--- src/rtl/asc_defines.svh ---
// Purpose: timing counts and pin constants for the static memory host port
// Assumes: 10 MHz clock, 100 ns period
// Notes: times in ns, cycle counts derived from them
`ifndef ASC_DEFINES_SVH
`define ASC_DEFINES_SVH
`define ASC_CLK_PERIOD_NS 100
`define ASC_ADDR_W 15
`define ASC_DATA_W 9
// least times round up to whole cycles, never below one
`define ASC_CYC_MIN(t) ((((t) + `ASC_CLK_PERIOD_NS - 1) / `ASC_CLK_PERIOD_NS) < 1 ? 1 : \
  (((t) + `ASC_CLK_PERIOD_NS - 1) / `ASC_CLK_PERIOD_NS))
`define ASC_WRITE_PULSE_NS 15
`define ASC_STROBE_TO_FLOAT_DELAY_NS 7
`define ASC_DATA_SETUP_TIME_NS 10
`define ASC_ACCESS_NS 20
`define ASC_CYCLE_NS 20
`define ASC_FLOAT_NS 9
`define ASC_WR_CYC `ASC_CYC_MIN(`ASC_STROBE_TO_FLOAT_DELAY_NS + `ASC_DATA_SETUP_TIME_NS)
`define ASC_RD_CYC `ASC_CYC_MIN(`ASC_ACCESS_NS)
`define ASC_TURN_CYC `ASC_CYC_MIN(`ASC_FLOAT_NS)
`define ASC_CNT_W 4
`endif

--- src/rtl/asc_pkg.sv ---
// Purpose: types for the static memory host port
// Assumes: nothing
// Notes: state codes binary
package asc_pkg;
  typedef enum logic [2:0] {
    ST_IDLE = 3'b000,
    ST_WSET = 3'b001,
    ST_WPUL = 3'b010,
    ST_WEND = 3'b011,
    ST_RSEL = 3'b100,
    ST_RTURN = 3'b101
  } asc_state_t;
endpackage

--- src/rtl/asc_cnt.sv ---
// Purpose: down counter timing the strobe, read and turnaround phases of a memory cycle
// Assumes: load has priority over counting
// Notes: o_zero high when count reaches zero
`timescale 1ns/1ps
`default_nettype none
`include "asc_defines.svh"
module asc_cnt (
  input wire logic i_clk,
  input wire logic i_reset_n,
  input wire logic i_load,
  input wire logic [`ASC_CNT_W-1:0] i_value,
  output logic o_zero
);
  logic [`ASC_CNT_W-1:0] cnt_ff;
  always_ff @(posedge i_clk or negedge i_reset_n) begin
    if (!i_reset_n) begin
      cnt_ff <= '0;
    end else if (i_load) begin
      cnt_ff <= i_value;
    end else if (cnt_ff != '0) begin
      cnt_ff <= cnt_ff - 1'b1;
    end
  end
  assign o_zero = (cnt_ff == '0);
endmodule
`default_nettype wire

--- src/rtl/asc_host.sv ---
// Purpose: host controller for a 32K x 9 asynchronous static memory
// Assumes: one request at a time, taken when o_ready high
// Notes: reads end with one turnaround cycle before the bus is reused
`timescale 1ns/1ps
`default_nettype none
`include "asc_defines.svh"
module asc_host (
  input wire logic i_clk,
  input wire logic i_reset_n,
  input wire logic i_req,
  input wire logic i_write,
  input wire logic [`ASC_ADDR_W-1:0] i_addr,
  input wire logic [`ASC_DATA_W-1:0] i_wdata,
  output logic o_ready,
  output logic o_rvalid,
  output logic [`ASC_DATA_W-1:0] o_rdata,
  output logic [`ASC_ADDR_W-1:0] o_word_address_15b,
  output logic o_select_low_active_n,
  output logic o_select_high_active,
  output logic o_write_strobe_n,
  output logic o_output_enable_n,
  input wire logic [`ASC_DATA_W-1:0] i_data_bus_9b,
  output logic [`ASC_DATA_W-1:0] o_data_bus_9b,
  output logic o_data_bus_9b_oe
);
  asc_pkg::asc_state_t state_ff, nxt_state;
  logic cnt_load;
  logic [`ASC_CNT_W-1:0] cnt_value;
  logic cnt_zero;
  logic sel_ff;
  logic we_n_ff;
  logic oe_n_ff;
  logic drive_ff;

  asc_cnt u_cnt (
    .i_clk(i_clk),
    .i_reset_n(i_reset_n),
    .i_load(cnt_load),
    .i_value(cnt_value),
    .o_zero(cnt_zero)
  );

  assign o_ready = (state_ff == asc_pkg::ST_IDLE);

  always_comb begin
    nxt_state = state_ff;
    cnt_load = 1'b0;
    cnt_value = '0;
    case (state_ff)
      asc_pkg::ST_IDLE: begin
        if (i_req && i_write) begin
          nxt_state = asc_pkg::ST_WSET;
        end else if (i_req) begin
          nxt_state = asc_pkg::ST_RSEL;
          cnt_load = 1'b1;
          cnt_value = `ASC_CNT_W'(`ASC_RD_CYC);
        end
      end
      asc_pkg::ST_WSET: begin
        nxt_state = asc_pkg::ST_WPUL;
        cnt_load = 1'b1;
        cnt_value = `ASC_CNT_W'(`ASC_WR_CYC - 1);
      end
      asc_pkg::ST_WPUL: begin
        if (cnt_zero) begin
          nxt_state = asc_pkg::ST_WEND;
        end
      end
      asc_pkg::ST_WEND: begin
        nxt_state = asc_pkg::ST_IDLE;
      end
      asc_pkg::ST_RSEL: begin
        if (cnt_zero) begin
          nxt_state = asc_pkg::ST_RTURN;
          cnt_load = 1'b1;
          cnt_value = `ASC_CNT_W'(`ASC_TURN_CYC - 1);
        end
      end
      asc_pkg::ST_RTURN: begin
        if (cnt_zero) begin
          nxt_state = asc_pkg::ST_IDLE;
        end
      end
      default: begin
        nxt_state = asc_pkg::ST_IDLE;
      end
    endcase
  end

  always_ff @(posedge i_clk or negedge i_reset_n) begin
    if (!i_reset_n) begin
      state_ff <= asc_pkg::ST_IDLE;
    end else begin
      state_ff <= nxt_state;
    end
  end

  // address and write data latched at request, stable through the cycle
  always_ff @(posedge i_clk or negedge i_reset_n) begin
    if (!i_reset_n) begin
      o_word_address_15b <= '0;
      o_data_bus_9b <= '0;
    end else if (o_ready && i_req) begin
      o_word_address_15b <= i_addr;
      o_data_bus_9b <= i_wdata;
    end
  end

  // selects asserted with address; released one cycle after strobe rises in writes, with output enable in reads
  always_ff @(posedge i_clk or negedge i_reset_n) begin
    if (!i_reset_n) begin
      sel_ff <= 1'b0;
    end else if (o_ready && i_req) begin
      sel_ff <= 1'b1;
    end else if (nxt_state == asc_pkg::ST_IDLE || nxt_state == asc_pkg::ST_RTURN) begin
      sel_ff <= 1'b0;
    end
  end
  assign o_select_low_active_n = ~sel_ff;
  assign o_select_high_active = sel_ff;

  always_ff @(posedge i_clk or negedge i_reset_n) begin
    if (!i_reset_n) begin
      we_n_ff <= 1'b1;
    end else begin
      we_n_ff <= (nxt_state != asc_pkg::ST_WPUL);
    end
  end
  assign o_write_strobe_n = we_n_ff;

  always_ff @(posedge i_clk or negedge i_reset_n) begin
    if (!i_reset_n) begin
      oe_n_ff <= 1'b1;
    end else begin
      oe_n_ff <= (nxt_state != asc_pkg::ST_RSEL);
    end
  end
  assign o_output_enable_n = oe_n_ff;

  // bus driven only across writes, never with output enable low
  always_ff @(posedge i_clk or negedge i_reset_n) begin
    if (!i_reset_n) begin
      drive_ff <= 1'b0;
    end else begin
      drive_ff <= (nxt_state == asc_pkg::ST_WSET || nxt_state == asc_pkg::ST_WPUL ||
                   nxt_state == asc_pkg::ST_WEND);
    end
  end
  assign o_data_bus_9b_oe = drive_ff;

  always_ff @(posedge i_clk or negedge i_reset_n) begin
    if (!i_reset_n) begin
      o_rdata <= '0;
      o_rvalid <= 1'b0;
    end else begin
      o_rvalid <= 1'b0;
      if (state_ff == asc_pkg::ST_RSEL && cnt_zero) begin
        o_rdata <= i_data_bus_9b;
        o_rvalid <= 1'b1;
      end
    end
  end

  property p_no_contention;
    @(posedge i_clk) disable iff (!i_reset_n)
      o_data_bus_9b_oe |-> o_output_enable_n;
  endproperty
  a_no_contention: assert property (p_no_contention) else $error("bus driven with oe low");

  property p_strobe_high_in_read;
    @(posedge i_clk) disable iff (!i_reset_n)
      !o_output_enable_n |-> o_write_strobe_n;
  endproperty
  a_strobe_high_in_read: assert property (p_strobe_high_in_read) else $error("strobe low in read");

  property p_write_qualified;
    @(posedge i_clk) disable iff (!i_reset_n)
      !o_write_strobe_n |-> (!o_select_low_active_n && o_select_high_active && o_data_bus_9b_oe);
  endproperty
  a_write_qualified: assert property (p_write_qualified) else $error("strobe without select");

  property p_oe_off_in_write;
    @(posedge i_clk) disable iff (!i_reset_n)
      !o_write_strobe_n |-> o_output_enable_n;
  endproperty
  a_oe_off_in_write: assert property (p_oe_off_in_write) else $error("oe low in write");

  // strobe low run length, judged when the strobe rises
  logic [`ASC_CNT_W-1:0] low_cnt_ff;
  always_ff @(posedge i_clk or negedge i_reset_n) begin
    if (!i_reset_n) begin
      low_cnt_ff <= '0;
    end else if (!o_write_strobe_n) begin
      low_cnt_ff <= low_cnt_ff + 1'b1;
    end else begin
      low_cnt_ff <= '0;
    end
  end

  property p_strobe_width;
    @(posedge i_clk) disable iff (!i_reset_n)
      $rose(o_write_strobe_n) |-> (low_cnt_ff >= `ASC_CNT_W'(`ASC_WR_CYC));
  endproperty
  a_strobe_width: assert property (p_strobe_width) else $error("strobe too short");

  property p_hold_after_end;
    @(posedge i_clk) disable iff (!i_reset_n)
      $rose(o_write_strobe_n) |-> (o_data_bus_9b_oe && $stable(o_data_bus_9b) && sel_ff);
  endproperty
  a_hold_after_end: assert property (p_hold_after_end) else $error("data not held");

  property p_sel_pair;
    @(posedge i_clk) disable iff (!i_reset_n)
      o_select_low_active_n != o_select_high_active;
  endproperty
  a_sel_pair: assert property (p_sel_pair) else $error("selects disagree");

  property p_addr_stable;
    @(posedge i_clk) disable iff (!i_reset_n)
      (sel_ff && $past(sel_ff)) |-> $stable(o_word_address_15b);
  endproperty
  a_addr_stable: assert property (p_addr_stable) else $error("address moved in cycle");

  property p_read_done;
    @(posedge i_clk) disable iff (!i_reset_n)
      $fell(o_output_enable_n) |-> ##[1:3] o_rvalid;
  endproperty
  a_read_done: assert property (p_read_done) else $error("read not answered");
endmodule
`default_nettype wire

--- config.mk ---
export PLATFORM = sky130hd
export DESIGN_NAME = asc_host
export DESIGN_NICKNAME = d
export VERILOG_FILES = /design/src/rtl/asc_pkg.sv /design/src/rtl/asc_cnt.sv /design/src/rtl/asc_host.sv
export VERILOG_INCLUDE_DIRS = /design/src /design/src/rtl
export SDC_FILE = /design/constraint.sdc
export NUM_CORES = 1
export LEC_CHECK = 0
export BUFFER_PORTS_ARGS = -buffer_cell sky130_fd_sc_hd__buf_2
export CAP_MARGIN = 20
export CORE_UTILIZATION = 25
export CTS_BUF_LIST = sky130_fd_sc_hd__clkbuf_2 sky130_fd_sc_hd__clkbuf_4 sky130_fd_sc_hd__clkbuf_8
export DETAILED_ROUTE_END_ITERATION = 12
export GPL_TIMING_DRIVEN = 1
export PLACE_DENSITY = 0.46
export SYNTH_ARGS = -nofsm -noshare
export SYNTH_HDL_FRONTEND = slang
export SYNTH_SLANG_ARGS = --single-unit
--- constraint.sdc ---
create_clock -name i_clk -period 4.73 [get_ports i_clk]
set_input_delay 0.473 -clock i_clk [delete_from_list [all_inputs] [get_ports i_clk]]
set_output_delay 0.473 -clock i_clk [all_outputs]
set_load 0.01 [all_outputs]
==> results.txt <==
----------------------------------------------------
[Floorplan]
  Starting density of the core ... 0.260
  Total Die Area ... 8390 um^2
  Placeable Area ... 7730 um^2
  FP Rows ... 32
  Die Span Y ... 91.6 um
  Number of primary I/O pins ... 77
  Die width ... 91.6 um

[Synthesis]
  Share of synthesized flip-flops with an asynchronous set or reset ... 1.00
  Avg Synthesized Cell Area ... 14.8 um^2
  Synth top area cells ... sky130_fd_sc_hd__dfrtp_1, sky130_fd_sc_hd__mux2_4, sky130_fd_sc_hd__mux2_2, sky130_fd_sc_hd__buf_12, sky130_fd_sc_hd__dfstp_2
  YS warnings ... 0
  Share of the yosys chip area belonging to registers ... 0.562
  Yosys reg bits ... 45
  Mapped Cells ... 136
  Synth Net Count ... 175
  Synth Cell Area ... 2010 um^2
  Fraction of synthesized cell area taken by the top area cell type ... 0.536
  Leading area contributor after synthesis ... sky130_fd_sc_hd__dfrtp_1
  Commonest register cell after synthesis ... sky130_fd_sc_hd__dfrtp_1
  Number of distinct library cells after synthesis ... 33
  Count of flip-flops with a built-in enable after synthesis ... 0

[STA]
  Summed negative setup slack over all endpoints ... 0 ns
  Final setup viols ... 0
  RSZ-0062 raised after global routing ... false
  Final hold slack ... 0.138 ns
  Final worst clock skew ... 0.00763 ns
  Fmax achieved ... 513 MHz
  Relative slew slack ... 0.667
  Endpoints failing hold ... 0
  Worst Slack Setup Final ... 2.78 ns
  Worst slew pin tran ... 0.499 ns
  Final count of pins violating max slew ... 0
  Shortest period the worst path allows ... 1.95 ns
  Share of the clock period used by the worst path ... 0.412

[Cells and area]
  Area taken by multi-input logic gates ... 771 um^2
  # fillers ... 779
  Area growth syn-to-layout ... 26.4%
  Storage cell area ... 1130 um^2
  Fraction of final layout cells with drive strength greater than 1 ... 0.582
  Antenna diodes ... 0
  # nets final ... 252
  Most frequent standard cell in the layout excluding fill and tap cells ... sky130_fd_sc_hd__buf_2
  Most frequent cells in the layout ... sky130_fd_sc_hd__buf_2, sky130_fd_sc_hd__dfrtp_1, sky130_fd_sc_hd__mux2_4
  Final Instance Area ... 2540 um^2

[CTS]
  Number of buffers created by CTS ... 5
  CTS H-tree depth ... 2
  Number of resized instances in the post-cts repair step ... 0
  Clock insertion delay at the later pin of the skew report ... 0.29 ns
  Clock tree from TritonCTS ... yes
  Number of sinks on the clock net ... 45
  Clock-pin slew on the worst setup and hold paths ... 0.08 ns
  Post-CTS Setup Inserts ... 0
  Root cell of the clock tree ... sky130_fd_sc_hd__clkbuf_8
  Clk buf depth ... 2
  Cts hold-fix bufs ... 0

[Setup path]
  Register-to-Register Path Depth ... 5
  Arrival @ worst endpoint ... 2.12 ns
  Critical R2R Launch ... u_cnt.cnt_ff[0]$_DFFE_PN0P_
  Slowest stage delay, CP ... 0.41 ns
  FF-to-FF End ... o_rdata[3]$_DFFE_PN0P_
  Maximum fanout along the worst path ... 12
  Slowest-stage cell, CP ... sky130_fd_sc_hd__mux2_4
  CP delay by family, top ... simple AND/OR/NAND/NOR gates
  CP startpoint kind ... flop
  CP Class ... reg2reg
  Crit end category ... flop
  Critical path, cell by cell ... inv_1 > ha_1 > nor3b_2 > nand3_2 > mux2_4
  Critical Path RT ... 4.91 ns
  Number of buffers and inverters on the critical path ... 1
  Setup slack on the worst flop-to-flop path ... 2.78 ns

[Outcome]
  Status ... completed

[Detailed routing]
  Drt first pass iters ... 4
  Post-route ant nets ... 0
  DRC Markers ... 0
  Final WL ... 3980 um
  Via-per-instance ratio ... 4.06
  Number of design-rule violations left by the first detailed-router iteration ... 25
  Vias post-DR ... 1280
  Average wire length per cell after detail routing ... 12.6 um

[Global routing]
  Pin count of the biggest net entering global routing ... 46
  Overflow left after global routing ... 0
  Initial antenna violation count ... 0
  Total routing usage reported by global routing ... 0.0977
  Number of global-route vias before repair ... 1259
  Global-route wire length before repair ... 6280 um

[Placed design]
  Half-perimeter wire length after placement ... 2740 um
  Worst setup timing slack at the placement stage ... 2.75 ns
  IO buf count ... 76
  Placed cell areas ... 2430 um^2
  GP Congestion ... 0.765

[Pwr]
  Pwr per Cell Area ... 695 nW/um^2
  Worst supply voltage drop on vdd ... 255 uV
  Static Leakage ... 1.27 nW

[Min path]
  Hold crit path type ... in2async

[Flow run]
  Number of max-cap violations ... 0

----------------------------------------------------
[synth_stat cells (2+ instances only)]
library cell                n
sky130_fd_sc_hd__a21oi_1    5
sky130_fd_sc_hd__buf_12     3
sky130_fd_sc_hd__buf_2      2
sky130_fd_sc_hd__dfrtp_1   43
sky130_fd_sc_hd__dfstp_2    2
sky130_fd_sc_hd__ha_1       2
sky130_fd_sc_hd__inv_1      5
sky130_fd_sc_hd__mux2_2     7
sky130_fd_sc_hd__mux2_4    26
sky130_fd_sc_hd__nand2_1    5
sky130_fd_sc_hd__nand2b_1   4
sky130_fd_sc_hd__nor2_1     6
sky130_fd_sc_hd__nor3_1     3
sky130_fd_sc_hd__o21ai_0    3
sky130_fd_sc_hd__xnor2_1    2
[state kept, by name, indices dropped and copies added (netlist names)]
register,count
o_data_bus_9b,9
o_data_bus_9b_oe,1
o_output_enable_n,1
o_rdata,9
o_rvalid,1
o_select_high_active,1
o_word_address_15b,15
o_write_strobe_n,1
state_ff,3
u_cnt.cnt_ff,4
[layout make-up]
| type | count | area share |
|---|---|---|
| Clock buffer | 7 | 0.0355 |
| Tap cell | 102 | 0.0503 |
| Sequential cell | 45 | 0.445 |
| Inverter | 5 | 0.00740 |
| Multi-Input combinational cell | 79 | 0.304 |
| Timing Repair Buffer | 77 | 0.158 |
[worst reg2reg max path: stages, from the launching register on]
cell,delay (ns)
sky130_fd_sc_hd__dfrtp_1,0.39
sky130_fd_sc_hd__inv_1,0.10
sky130_fd_sc_hd__ha_1,0.18
sky130_fd_sc_hd__nor3b_2,0.34
sky130_fd_sc_hd__nand3_2,0.40
sky130_fd_sc_hd__mux2_4,0.42
[worst max path at each step]
stage                                     start                     end  slack (ns)  cells after the start
global placement    u_cnt.cnt_ff[0]$_DFFE_PN0P_  o_rdata[8]$_DFFE_PN0P_        2.78                      5
finish              u_cnt.cnt_ff[0]$_DFFE_PN0P_  o_rdata[3]$_DFFE_PN0P_        2.78                      5
CTS                 u_cnt.cnt_ff[0]$_DFFE_PN0P_  o_rdata[3]$_DFFE_PN0P_        2.75                      5
global route        u_cnt.cnt_ff[0]$_DFFE_PN0P_  o_rdata[2]$_DFFE_PN0P_        2.64                      5
floorplan           u_cnt.cnt_ff[0]$_DFFE_PN0P_  o_rdata[1]$_DFFE_PN0P_        3.13                      6
detailed placement  u_cnt.cnt_ff[0]$_DFFE_PN0P_  o_rdata[8]$_DFFE_PN0P_        2.75                      5
[metrics by stage]
stage / std cells / utilization / power, mW
2_1_floorplan: 136 / - / 1.31
3_3_place_gp: 307 / 0.314 / 1.53
3_5_place_dp: 307 / 0.314 / 1.53
4_1_cts: 314 / 0.326 / 1.79
5_1_grt: 315 / 0.328 / 1.89
6_report: 315 / 0.328 / 1.76
[cells by family (layout without fill, tap and decap cells)]
logic type	after synthesis	after routing	share of synthesized area
multiplexers	33	33	0.234
buffers and inverters	12	89	0.0536
XOR/XNOR	2	2	0.00873
AND/OR/NAND/NOR	27	27	0.0786
adder cells (fa/ha/maj)	2	2	0.0125
flip-flops	45	45	0.562
AO/OA/AOI/OAI	15	15	0.0505
[report_power, final]
group          switching, mW  total, mW  internal [mW]
Combinational          0.361      0.815          0.454
Clock                  0.122      0.243          0.122
Sequential             0.121      0.704          0.583
Total                  0.604       1.76           1.16
[per-layer routing]
metal  vias up  share of wire  GRT usage
li1        621              -          -
met1       596           0.48      0.135
met2        56           0.42      0.138
met3         7          0.076     0.0377
met4         0          0.017     0.0317
met5         -              0          0
Note: power is estimated with default switching activity, not from simulation.
